<file path="src/rtl/fdma_pkg.sv">
package fdma_pkg;
  // ------------------------------------------------------------
  // command layout
  // ------------------------------------------------------------
  localparam int CMD_WORDS = 5;
  localparam int W_CTRL = 0;
  localparam int W_SRC_LO = 1;
  localparam int W_HI = 2;
  localparam int W_DST_LO = 3;
  localparam int W_COUNT = 4;
  localparam int B_CH = 0;
  localparam int B_DEV = 2;
  localparam int B_DEV_SRC = 3;
  localparam int B_FLYBY = 4;
  localparam int B_WORD = 5;
  localparam int B_PACE_RDY = 6;
  localparam int B_EXPLICIT = 7;
  localparam int JOIN_BITS = 22;
  localparam int LOOP_BITS = 8;
  // ------------------------------------------------------------
  // status codes and reset values
  // ------------------------------------------------------------
  localparam logic [3:0] ST_TC = 4'h1;
  localparam logic [3:0] ST_ABORT = 4'h2;
  localparam logic [3:0] ST_EXCEPT = 4'h3;
  localparam logic [3:0] ST_REJECT = 4'h4;
  localparam logic [15:0] STATUS_RST = 16'h0000;
  localparam logic [1:0] FLY_NONE = 2'h0;
  localparam logic [1:0] FLY_M2D = 2'h1;
  localparam logic [1:0] FLY_D2M = 2'h2;

  typedef struct packed {
    logic [15:0] ctrl;
    logic [23:0] src;
    logic [23:0] dst;
    logic [15:0] count;
  } fdma_chan_t;

  typedef struct packed {
    logic [23:0] addr;
    logic addr_oe;
    logic rd_n;
    logic wr_n;
    logic [1:0] flyby;
    logic word_size_n;
    logic [3:0] channel_ack_n;
  } fdma_bus_t;
endpackage : fdma_pkg

</file>
<file path="src/rtl/fdma_fifo.sv">
module fdma_fifo #(
  parameter int WIDTH = 16,
  parameter int DEPTH = 16
) (
  input wire logic clk_i,
  input wire logic rst_b_i,
  input wire logic ce_i,
  // fill side
  input wire logic in_valid_i,
  output logic in_ready_o,
  input wire logic [WIDTH-1:0] in_data_i,
  // drain side
  output logic out_valid_o,
  input wire logic out_ready_i,
  output logic [WIDTH-1:0] out_data_o
);
  localparam int AW = $clog2(DEPTH);
  initial begin
    if (DEPTH < 2 || (1 << AW) != DEPTH || WIDTH < 1) $error("fdma_fifo: depth must be a power of two");
  end
  logic [WIDTH-1:0] mem [DEPTH];
  logic [AW-1:0] rd_ptr, wr_ptr, next_rd_ptr, next_wr_ptr;
  logic [AW:0] fill, next_fill;
  logic push, pop;

  always_comb begin
    in_ready_o = (fill != (AW+1)'(DEPTH));
    out_valid_o = (fill != '0);
    push = in_valid_i && in_ready_o && ce_i;
    pop = out_valid_o && out_ready_i && ce_i;
    next_wr_ptr = push ? wr_ptr + 1'b1 : wr_ptr;
    next_rd_ptr = pop ? rd_ptr + 1'b1 : rd_ptr;
    next_fill = fill + (AW+1)'(push) - (AW+1)'(pop);
    out_data_o = mem[rd_ptr];
  end

  always_ff @(posedge clk_i or negedge rst_b_i) begin
    if (!rst_b_i) begin
      rd_ptr <= '0;
      wr_ptr <= '0;
      fill <= '0;
    end else begin
      rd_ptr <= next_rd_ptr;
      wr_ptr <= next_wr_ptr;
      fill <= next_fill;
    end
  end

  always_ff @(posedge clk_i) begin
    if (push) begin
      mem[wr_ptr] <= in_data_i;
    end
  end
endmodule : fdma_fifo

</file>
<file path="src/rtl/fdma_ctrl.sv">
// Behaviour
// - explicit-address accesses stretch until ready input is high
// - command bit picks single-operand or ready pacing for slow devices
// - grant and device requests are sampled; fifo status tracked internally
// - memory-to-memory: block counter, address steps as one 22-bit counter
// - fly-by: nested loop count, low 16 address bits stepped, high address byte held
// - per-device acknowledges come from the io output register
// - read/write strobes and host handshake come from output control lines
// - non-fly-by: operand read into internal register, then written out
// - 24-bit address, 16-bit data, master and slave signalling
// - per-channel source, destination, device and count held internally
// - four independent channels, one per device
// - request low, wait grant low, then master high and request released
// - grant lost while master: release bus, re-request while work pending
// - end, abort, exception or reject: slave mode, status word, host interrupt
// - word size low for word transfers, forced byte unless addresses even
module fdma_ctrl #(
  parameter int FIFO_DEPTH = 16
) (
  input wire logic clk_i,
  input wire logic rst_b_i,
  input wire logic ce_i,
  // host slave port
  input wire logic cs_n_i,
  input wire logic rd_n_i,
  input wire logic wr_n_i,
  output logic cmd_ready_o,
  // data bus, two-way
  input wire logic [15:0] data_i,
  output logic [15:0] data_o,
  output logic data_oe_o,
  // system bus as master
  output fdma_pkg::fdma_bus_t bus_o,
  input wire logic ready_i,
  // arbitration and host handshake
  output logic bus_request_n_o,
  input wire logic bus_grant_n_i,
  output logic master_active_o,
  output logic host_irq_o,
  // devices
  input wire logic [3:0] channel_request_i,
  input wire logic transfer_abort_n_i
);
  // ------------------------------------------------------------
  // command fifo and staging
  // ------------------------------------------------------------
  typedef enum logic [2:0] {S_IDLE, S_REQ, S_RD, S_WR, S_FLY} fdma_state_t;
  fdma_state_t state, next_state;
  fdma_pkg::fdma_chan_t slot [4];
  fdma_pkg::fdma_chan_t next_slot [4];
  logic [3:0] pend, next_pend, req_s, next_req_s;
  logic gnt_s, abt_s, wr_d, next_wr_d, irq, next_irq, pop, f_valid;
  logic [15:0] stage [fdma_pkg::CMD_WORDS];
  logic [15:0] next_stage [fdma_pkg::CMD_WORDS];
  logic [2:0] widx, next_widx;
  logic [1:0] cur, next_cur;
  logic [15:0] opnd, next_opnd, status, next_status, f_data;
  logic host_wr, host_rd;
  fdma_pkg::fdma_chan_t c;

  assign host_wr = !cs_n_i && !wr_n_i && wr_d && !master_active_o;
  assign host_rd = !cs_n_i && !rd_n_i && !master_active_o;

  fdma_fifo #(.WIDTH(16), .DEPTH(FIFO_DEPTH)) u_fifo (
    .clk_i(clk_i),
    .rst_b_i(rst_b_i),
    .ce_i(ce_i),
    .in_valid_i(host_wr),
    .in_ready_o(cmd_ready_o),
    .in_data_i(data_i),
    .out_valid_o(f_valid),
    .out_ready_i(pop),
    .out_data_o(f_data)
  );

  // ------------------------------------------------------------
  // helpers
  // ------------------------------------------------------------
  function automatic logic word_ok(fdma_pkg::fdma_chan_t ch);
    return ch.ctrl[fdma_pkg::B_WORD] && !ch.src[0] && !ch.dst[0];
  endfunction

  // explicit address, or a device paced by ready
  function automatic logic need_rdy(fdma_pkg::fdma_chan_t ch, logic dev_phase);
    return !dev_phase || ch.ctrl[fdma_pkg::B_EXPLICIT] || ch.ctrl[fdma_pkg::B_PACE_RDY];
  endfunction

  function automatic logic [23:0] step_addr(logic [23:0] a, logic fly, logic wd);
    logic [23:0] inc;
    inc = wd ? 24'h000002 : 24'h000001;
    if (fly) begin
      return {a[23:16], a[15:0] + inc[15:0]};
    end
    return {a[23:22], a[21:0] + inc[21:0]};
  endfunction

  assign c = slot[cur];

  // ------------------------------------------------------------
  // sequencer
  // ------------------------------------------------------------
  always_comb begin
    logic dev_src, dev, fly, wd, phase_dev, waiting, done, ovf, found;
    logic [15:0] cnt;
    fdma_pkg::fdma_chan_t n;
    next_state = state;
    next_slot = slot;
    next_pend = pend;
    next_stage = stage;
    next_widx = widx;
    next_cur = cur;
    next_opnd = opnd;
    next_status = status;
    next_irq = irq;
    next_req_s = channel_request_i;
    next_wr_d = wr_n_i;
    pop = 1'b0;
    found = 1'b0;
    n = c;
    dev = c.ctrl[fdma_pkg::B_DEV];
    dev_src = c.ctrl[fdma_pkg::B_DEV_SRC];
    fly = c.ctrl[fdma_pkg::B_FLYBY];
    wd = word_ok(c);
    phase_dev = (state == S_RD) ? dev && dev_src : (state == S_WR) ? dev && !dev_src : 1'b0;
    waiting = need_rdy(c, phase_dev) && !ready_i;
    cnt = c.count - 16'h0001;
    done = 1'b0;
    ovf = 1'b0;
    if (host_rd) begin
      next_irq = 1'b0;
    end
    if (widx != 3'(fdma_pkg::CMD_WORDS) && f_valid) begin
      pop = 1'b1;
      next_stage[widx] = f_data;
      next_widx = widx + 3'h1;
    end
    case (state)
      S_IDLE: begin
        if (widx == 3'(fdma_pkg::CMD_WORDS)) begin
          n.ctrl = stage[fdma_pkg::W_CTRL];
          n.src = {stage[fdma_pkg::W_HI][7:0], stage[fdma_pkg::W_SRC_LO]};
          n.dst = {stage[fdma_pkg::W_HI][15:8], stage[fdma_pkg::W_DST_LO]};
          n.count = stage[fdma_pkg::W_COUNT];
          if ((n.ctrl[fdma_pkg::B_FLYBY] && !n.ctrl[fdma_pkg::B_DEV]) || n.count == '0) begin
            next_status = {fdma_pkg::ST_REJECT, 10'h000, n.ctrl[1:0]};
            next_irq = 1'b1;
            next_widx = '0;
          end else if (!pend[n.ctrl[1:0]]) begin
            next_slot[n.ctrl[1:0]] = n;
            next_pend[n.ctrl[1:0]] = 1'b1;
            next_widx = '0;
          end
        end
        for (int i = 0; i < 4; i++) begin
          if (!found && pend[i] && (!slot[i].ctrl[fdma_pkg::B_DEV] || req_s[i])) begin
            found = 1'b1;
            next_cur = 2'(i);
          end
        end
        if (found) begin
          next_state = S_REQ;
        end
      end
      S_REQ: begin
        // grant must stand low on two samples running, so one left over from the last tenure is not taken
        if (!gnt_s && !bus_grant_n_i) begin
          next_irq = 1'b0;
          next_state = fly ? S_FLY : S_RD;
        end
      end
      S_RD, S_WR, S_FLY: begin
        if (gnt_s) begin
          next_state = S_IDLE;
        end else if (abt_s) begin
          next_pend[cur] = 1'b0;
          next_status = {fdma_pkg::ST_ABORT, 10'h000, cur};
          next_irq = 1'b1;
          next_state = S_IDLE;
        end else if (!waiting) begin
          if (state == S_RD) begin
            next_opnd = data_i;
            next_state = S_WR;
          end else begin
            done = 1'b1;
          end
        end
      end
      default: next_state = S_IDLE;
    endcase
    if (done) begin
      n.count = cnt;
      if (fly) begin
        // loop counter in the low byte, outer count on the stack byte
        n.count[fdma_pkg::LOOP_BITS-1:0] = c.count[fdma_pkg::LOOP_BITS-1:0] - 8'h01;
        if (c.count[fdma_pkg::LOOP_BITS-1:0] == '0) begin
          n.count[15:fdma_pkg::LOOP_BITS] = c.count[15:fdma_pkg::LOOP_BITS] - 8'h01;
        end
        if (dev_src) begin
          n.dst = step_addr(c.dst, 1'b1, wd);
        end else begin
          n.src = step_addr(c.src, 1'b1, wd);
        end
      end else begin
        if (!dev || !dev_src || c.ctrl[fdma_pkg::B_EXPLICIT]) begin
          n.src = step_addr(c.src, dev, wd);
        end
        if (!dev || dev_src || c.ctrl[fdma_pkg::B_EXPLICIT]) begin
          n.dst = step_addr(c.dst, dev, wd);
        end
        ovf = !dev && (n.src[21:0] < c.src[21:0] || n.dst[21:0] < c.dst[21:0]);
      end
      next_slot[cur] = n;
      if (cnt == '0 || ovf) begin
        next_pend[cur] = 1'b0;
        next_status = {ovf && cnt != '0 ? fdma_pkg::ST_EXCEPT : fdma_pkg::ST_TC, 10'h000, cur};
        next_irq = 1'b1;
        next_state = S_IDLE;
      end else if (dev && (!c.ctrl[fdma_pkg::B_PACE_RDY] || !req_s[cur])) begin
        next_state = S_IDLE;
      end else begin
        next_state = fly ? S_FLY : S_RD;
      end
    end
  end

  always_ff @(posedge clk_i or negedge rst_b_i) begin
    if (!rst_b_i) begin
      state <= S_IDLE;
      for (int i = 0; i < 4; i++) begin
        slot[i] <= '0;
      end
      pend <= '0;
      for (int i = 0; i < fdma_pkg::CMD_WORDS; i++) begin
        stage[i] <= '0;
      end
      widx <= '0;
      cur <= '0;
      opnd <= '0;
      status <= fdma_pkg::STATUS_RST;
      irq <= 1'b0;
      req_s <= '0;
      gnt_s <= 1'b1;
      abt_s <= 1'b0;
      wr_d <= 1'b1;
    end else if (ce_i) begin
      state <= next_state;
      slot <= next_slot;
      pend <= next_pend;
      stage <= next_stage;
      widx <= next_widx;
      cur <= next_cur;
      opnd <= next_opnd;
      status <= next_status;
      irq <= next_irq;
      req_s <= next_req_s;
      gnt_s <= bus_grant_n_i;
      abt_s <= !transfer_abort_n_i;
      wr_d <= next_wr_d;
    end
  end

  // ------------------------------------------------------------
  // output control lines and io output register
  // ------------------------------------------------------------
  logic mst;
  assign mst = (state == S_RD) || (state == S_WR) || (state == S_FLY);
  assign master_active_o = mst;
  assign bus_request_n_o = !(state == S_REQ);
  assign host_irq_o = irq;
  assign data_o = mst ? opnd : status;
  assign data_oe_o = (state == S_WR) || host_rd;
  always_comb begin
    bus_o.addr = (state == S_WR || (state == S_FLY && c.ctrl[fdma_pkg::B_DEV_SRC])) ? c.dst : c.src;
    bus_o.addr_oe = mst;
    bus_o.rd_n = !(state == S_RD || state == S_FLY);
    bus_o.wr_n = !(state == S_WR || state == S_FLY);
    bus_o.flyby = (state != S_FLY) ? fdma_pkg::FLY_NONE
                : c.ctrl[fdma_pkg::B_DEV_SRC] ? fdma_pkg::FLY_D2M : fdma_pkg::FLY_M2D;
    bus_o.word_size_n = !(mst && word_ok(c));
    bus_o.channel_ack_n = 4'hf;
    if (c.ctrl[fdma_pkg::B_DEV] && ((state == S_RD && c.ctrl[fdma_pkg::B_DEV_SRC])
        || (state == S_WR && !c.ctrl[fdma_pkg::B_DEV_SRC]) || state == S_FLY)) begin
      bus_o.channel_ack_n[cur] = 1'b0;
    end
  end
endmodule : fdma_ctrl

</file>
<file path="config.mk">
export PLATFORM = sky130hd
export DESIGN_NAME = fdma_ctrl
export DESIGN_NICKNAME = d
export VERILOG_FILES = /design/src/rtl/fdma_pkg.sv /design/src/rtl/fdma_fifo.sv /design/src/rtl/fdma_ctrl.sv
export SDC_FILE = /design/constraint.sdc
export NUM_CORES = 2
export LEC_CHECK = 0
export BUFFER_PORTS_ARGS = -buffer_cell sky130_fd_sc_hd__clkbuf_2
export CAP_MARGIN = 20
export CORE_UTILIZATION = 50
export DETAILED_ROUTE_END_ITERATION = 8
export GPL_TIMING_DRIVEN = 0
export PLACE_DENSITY = 0.79
export REMOVE_ABC_BUFFERS = 1
export SLEW_MARGIN = 20
export SYNTH_ARGS = -nofsm -noshare
export SYNTH_HDL_FRONTEND = slang
export SYNTH_HIERARCHICAL = 1
export SYNTH_SLANG_ARGS = --single-unit
</file>
<file path="constraint.sdc">
create_clock -name clk_i -period 4.65 [get_ports clk_i]
set_clock_uncertainty 0.2 [all_clocks]
set_input_delay 0.6975 -clock clk_i [delete_from_list [all_inputs] [get_ports clk_i]]
set_output_delay 0.6975 -clock clk_i [all_outputs]
set_load 0.02 [all_outputs]
</file>
## Word-level counts from Yosys, hierarchy flattened

Memories as Yosys holds them, arrays and structs flattened.
Index checks and enable logic that the tools add are counted.

| storage, ports and cells | value |
|---|---|
| register bits after elaboration | 465 |
| input bits | 29 |
| memory bits (writable) | 256 |
| output and inout port bits | 55 |
| memories | 1 |
| logic and storage cells | 310 |

| operators by class | value |
|---|---|
| magnitude comparators | 12 |
| mux-type cells | 130 |
| equal/unequal tests | 12 |
| reduce and logical (&&, ||, !) cells | 98 |
| add/subtract/negate cells | 12 |
| bitwise operators | 10 |

Memories:

| name | words | width | read ports | clocked after Yosys merged registers in | write ports | RTL line | text |
|---|---|---|---|---|---|---|---|
| u_fifo.mem | 16 | 16 | 1 | 0 | 1 | fdma_fifo.sv:21 | `logic [WIDTH-1:0] mem [DEPTH];` |

Operators by type and width:

| cell | number |
|---|---|
| two-way mux 320 bit | 5 |
| bitwise mux 320 bit | 2 |
| two-way mux 80 bit | 6 |
| demux 80 bit (select 2 bit) | 2 |
| two-way mux 24 bit | 13 |
| binary-select mux 80 bit (select 2 bit) | 1 |
| two-way mux 16 bit | 10 |
| two-way mux 48 bit | 2 |
| bitwise mux 80 bit | 1 |
| demux 16 bit (select 3 bit) | 1 |
| two-way mux 1 bit | 45 |
| two-way mux 3 bit | 15 |
| < comparator 22 bit | 2 |
| two-way mux 22 bit | 2 |
| logical AND 1 bit | 37 |
| logical NOT 16 bit | 2 |
| two-way mux 4 bit | 8 |
| case mux 16 bit (2 select lines) | 1 |
| logical NOT 1 bit | 27 |
| adder 22 x 2 -> 22 bit | 1 |
| adder 22 bit | 1 |
| logical OR 1 bit | 22 |
| adder 16 bit | 1 |
| adder 16 x 2 -> 16 bit | 1 |
| 40 further kinds | 66 |

## Longest topological paths before layout

| logic depth | value |
|---|---|
| word-level depth | 30 |
| gate-level depth with buffers | 24 |
| gate-level depth less buffers | 20 |

## By module

The synthesis kept the hierarchy.

By module, submodules not included:

| module | cells an instance | seq. area each (um^2) | area each (um^2) | times used |
|---|---|---|---|---|
| fdma_ctrl | 2520 | 10112.2 | 23607.6 | 1 |
| fdma_fifo | 481 | 8012.7 | 10430.0 | 1 |

## Worst setup path before layout

Ideal clock, no wire load.

| timing | value |
|---|---|
| path type | reg-to-reg |
| start | register cur[0] |
| end | register irq, in the netlist host_irq_o |
| stages on the path, launching flop included | 22 |
| arrival | 4790 ps |
| setup time | 118 ps |
| path slack | -458 ps |
| path buffers | 2 |
| cells stage by stage | dfrtp_1 buf_4 mux4_2 nor3b_2 inv_1 ha_1 ha_1 a21oi_1 nor4_2 and3_1 xor2_1 a21oi_1 ha_1 nand4_1 nor4_1 nand2_1 nor4_1 nor3_1 o21ai_1 a31oi_4 buf_6 a21o_1 |

| on the way | value |
|---|---|
| cells in the longest elaborated chain, start to end | 22 |

Ends and longest elaborated chain:

| item | RTL line | text |
|---|---|---|
| start: declaration | fdma_ctrl.sv:56 | `logic [1:0] cur, next_cur;` |
| start signal: assignment | fdma_ctrl.sv:251 | `cur <= next_cur;` |
| NOT 2 -> 3 bit (not written as such) * | fdma_ctrl.sv:97 | `assign c = slot[cur];` |
| binary-select mux 80 bit (select 2 bit) * | fdma_ctrl.sv:97 |  |
| two-way mux 80 bit (not written as such) * (2 in a row) | fdma_ctrl.sv:97 |  |
| logical NOT 1 bit | fdma_ctrl.sv:80 | `return ch.ctrl[fdma_pkg::B_WORD] && !ch.src[0] && !ch.dst[0];` |
| logical AND 1 bit (2 in a row) | fdma_ctrl.sv:80 |  |
| two-way mux 2 bit | fdma_ctrl.sv:90 | `inc = wd ? 24'h000002 : 24'h000001;` |
| adder 16 bit / adder 16 x 2 -> 16 bit (equally long branches) | fdma_ctrl.sv:92 | `return {a[23:16], a[15:0] + inc[15:0]};` |
| two-way mux 24 bit | fdma_ctrl.sv:91 | `if (fly) begin` |
| (+4 left out) | n/a |  |
| < comparator 22 bit | fdma_ctrl.sv:210 | `ovf = !dev && (n.src[21:0] < c.src[21:0] \|\| n.dst[21:0] < c.dst[21:0]);` |
| logical OR 1 bit | fdma_ctrl.sv:210 |  |
| logical AND 1 bit | fdma_ctrl.sv:210 |  |
| two-way mux 1 bit | fdma_ctrl.sv:192 | `if (fly) begin` |
| two-way mux 1 bit | fdma_ctrl.sv:190 | `if (done) begin` |
| logical OR 1 bit | fdma_ctrl.sv:213 | `if (cnt == '0 \|\| ovf) begin` |
| two-way mux 1 bit | fdma_ctrl.sv:213 |  |
| two-way mux 1 bit * | fdma_ctrl.sv:190 |  |
| end signal: assignment | fdma_ctrl.sv:254 | `irq <= next_irq;` |
| end: declaration | fdma_ctrl.sv:52 | `logic gnt_s, abt_s, wr_d, next_wr_d, irq, next_irq, pop, f_valid;` |

Every way passes the cells marked *; elsewhere a longest branch is shown, timed or not. The select of a mux whose other input is x is not followed.
A chain may end at the register's enable or synchronous reset.

## Worst setup path after layout

Same ends and word-level chain as after synthesis.

==> impl_metrics.env <==
export IMPL_yosys_top_cells_area="dfrtp_1 31%, edfxtp_1 23%, mux4_2 8.7%, a21oi_1 4.0%, nand2_1 3.8%"
export IMPL_final_area_um2=39600
export IMPL_drt_wl_total_um=114000
export IMPL_ys_warn_count=6
export IMPL_synth_fa_ha_area_share_pct=2.40
export IMPL_timing_final_crit_share_pct=119
export IMPL_cp_arrival_ps=5880
export IMPL_holdWs_ps=110
export IMPL_clk_pin_slew_ps=60
export IMPL_synth_compound_area_share_pct=14.8
export IMPL_relSlewSlack_pct=24.4
export IMPL_antenna_found_initial=6
export IMPL_io_pins=84
export IMPL_ctsHtreeMaxLevel=3
export IMPL_fill_cells=5056
export IMPL_first_pass_iters=6
export IMPL_via_per_inst=7.06
export IMPL_grt_max_degree=96
export IMPL_final_cell_mix="411 x dfrtp_1, 338 x nand2_1, 296 x nor2_1"
export IMPL_die_y_um=263
export IMPL_violations="negative setup slack"
export IMPL_synth_top_flop_cell="dfrtp_1"
export IMPL_clock_latency_ps=660
export IMPL_cp_max_fo=6
export IMPL_rr_startpoint="cur[0]$_DFFE_PN0P_"
export IMPL_hold_viol_final=0
export IMPL_yosys_mux_area_fraction_pct=13.2
export IMPL_drt_iter0_markers=4424
export IMPL_worst_hold_path_type="in -> reg"
export IMPL_p_per_area_nw_per_um2=862
export IMPL_gp_congestion=0.924
export IMPL_synth_simple_area_share_pct=11.1
export IMPL_synth_cells=3001
export IMPL_clock_sinks=673
export IMPL_p_leak_nw=15.6
export IMPL_final_core_util_pct=58.9
export IMPL_ir_worst_vdd_mv=0.486
export IMPL_synthXorXnorAreaFrac_pct=1.70
export IMPL_cts_inserted_buffers=68
export IMPL_grt_overflow=0
export IMPL_yosys_area_top_type_share_pct=30.5
export IMPL_synth_avg_cell_area_um2=11.3
export IMPL_cts_tree="yes"
export IMPL_die_area_um2=69100
export IMPL_syn_to_final_growth_pct=16.4
export IMPL_grt_pass1_wl_um=169000
export IMPL_finalWorstSetupSlack_ps=-896
export IMPL_syn_area_um2=34000
export IMPL_fmax_mhz=180
export IMPL_start_util_pct=50.6
export IMPL_crit_type="reg -> reg"
export IMPL_grtUsageTotal_pct=32.3
export IMPL_antenna_left=0
export IMPL_routed_via_count=28355
export IMPL_yosys_area_top_type="dfrtp_1"
export IMPL_synthArstFlopShare_pct=62.0
export IMPL_status="complete, but fails checks"
export IMPL_critPathLaunch="cur[0]$_DFFE_PN0P_"
export IMPL_clock_path_buffers=3
export IMPL_num_rows=95
export IMPL_required_ps=4990
export IMPL_tightest_slew_ps=1130
export IMPL_grt_pass1_vias=27855
export IMPL_holdCritStartpoint="wr_n_i"
export IMPL_slew_viol_final=0
export IMPL_setup_violations=106
export IMPL_ys_types=92
export IMPL_wl_per_cell_um=28.3
export IMPL_ys_seq_area_share_pct=53.2
export IMPL_dieWidth_um=263
export IMPL_final_common_cell="dfrtp_1"
export IMPL_synth_edff_count=256
export IMPL_cts_root_buffer="clkbuf_16"
export IMPL_remaining_drc_errors=0
export IMPL_dpl_cell_area_um2=36200
export IMPL_hpwl_um=68200
export IMPL_synth_top_family_by_area="compound AO/OA/AOI/OAI gates"
export IMPL_fin_crit_ps=5550
export IMPL_portBuffers=83
export IMPL_rsz0062_at_grt="yes"
export IMPL_end_kind="flop"
export IMPL_synth_seq_cells=673
export IMPL_drive_gt1_share_pct=23.4
export IMPL_maxCapViolations=0
export IMPL_core_area_um2=67300
export IMPL_fin_nets=3184
export IMPL_cp_start_kind="flop"
==> final timing paths <==
check / end / slack (ps) / depth (start not counted)
setup / recovery: host_irq_o$_DFFE_PN0P_ / -900 / 22
hold / removal: wr_d$_DFFE_PN1P_ / 110 / 2
setup reg to reg: host_irq_o$_DFFE_PN0P_ / -900 / 22
hold reg to reg: host_irq_o$_DFFE_PN0P_ / 280 / 1
max in group asynchronous: u_fifo/rd_ptr[0]$_DFFE_PN0P_ / 2220 / 5
min in group asynchronous: stage[21]$_DFFE_PN0P_ / 360 / 2
==> logic make-up (layout without fill, tap and decap cells) <==
group,after synthesis,after routing
fa+ha+maj,65,65
buf+inv,281,423
mux,270,270
simple gates,864,864
flops,673,673
compound gates,782,783
xor+xnor,66,66
other cells,0,2
==> power by group <==
group | leakage, nW | internal [mW] | switching (mW)
sequential | 7.38 | 7.91 | 1.51
combinational | 7.13 | 7.30 | 11.6
clock | 1.12 | 3.33 | 2.47
total | 15.6 | 18.5 | 15.6
==> Yosys cell counts (all sizes together), types with 41 or more instances <==
master	instances
a221oi	41
a21oi	275
nand3	41
nor2	310
inv	75
mux4	131
o221a	47
edfxtp	256
clkbuf	160
mux2	103
o21ai	130
xnor2	56
nand2	349
dfrtp	415
buf	45
o22ai	116
ha	63
==> cell type report <==
cell class	instances	area, um^2	area share (%)
Sequential cell	673	18100	45.8
Multi-Input combinational cell	2048	15400	38.8
Timing Repair Buffer	223	2410	6.09
Clock buffer	99	1940	4.90
Tap cell	873	1090	2.76
Clock inverter	24	367	0.925
Inverter	76	290	0.733
Timing Repair inverter	1	5.00	0.0126
Antenna cell	2	5.00	0.0126
==> metrics by stage <==
stage / setup TNS [ps] / instances / worst slack [ps] / power [mW]
floorplan: -1127470 / 2796 / -3940 / 20.3
global placement: -6649440 / 3752 / -10360 / 25.0
detailed placement: -258660 / 3830 / -3240 / 25.6
CTS: -15490 / 4004 / -641 / 32.6
global route: -30130 / 4017 / -1070 / 35.5
finish: -27650 / 4019 / -896 / 34.1
==> per-layer routing <==
metal / global-route usage (%) / part of all wire [%] / vias up
li1: - / - / 11408
met1: 40.2 / 34 / 13749
met2: 49.2 / 45 / 2541
met3: 9.85 / 14 / 653
met4: 20.6 / 6.9 / 4
met5: 0 / 0.024 / -
==> timing repair <==
action | CTS | global route
cloned | 5 | 0
endpoints found under the hold margin | 36 | 0
pin swaps | 35 | 26
buffers inserted | 46 | 13
hold buffers | 1 | 0
resized for setup | 69 | 29
setup endpoints to repair | 540 | 308
==> critical path, cell delays in order (launching register included) <==
cell	delay, ps
dfrtp_4	500
buf_16	160
buf_16	140
mux4_2	510
nor3b_4	280
buf_12	170
xnor2_4	120
ha_4	160
a21oi_4	50
nor4_4	400
and3_4	280
xor2_1	140
a21oi_1	90
ha_1	320
nand4_1	260
nor4_4	360
nand2_2	150
o221ai_4	230
nor3_4	100
o21ai_4	240
a31oi_4	180
buf_12	200
a21o_1	150
==> sequential cells by signal (all words and copies together), names as in the netlist <==
name           flops
slot             280
u_fifo/mem       256
stage             72
opnd              16
status            16
u_fifo/fill        5
pend               4
req_s              4
u_fifo/rd_ptr      4
u_fifo/wr_ptr      4
state              3
widx               3
cur                2
abt_s              1
gnt_s              1
host_irq_o         1
wr_d               1
(Power assumes the default switching activity.)
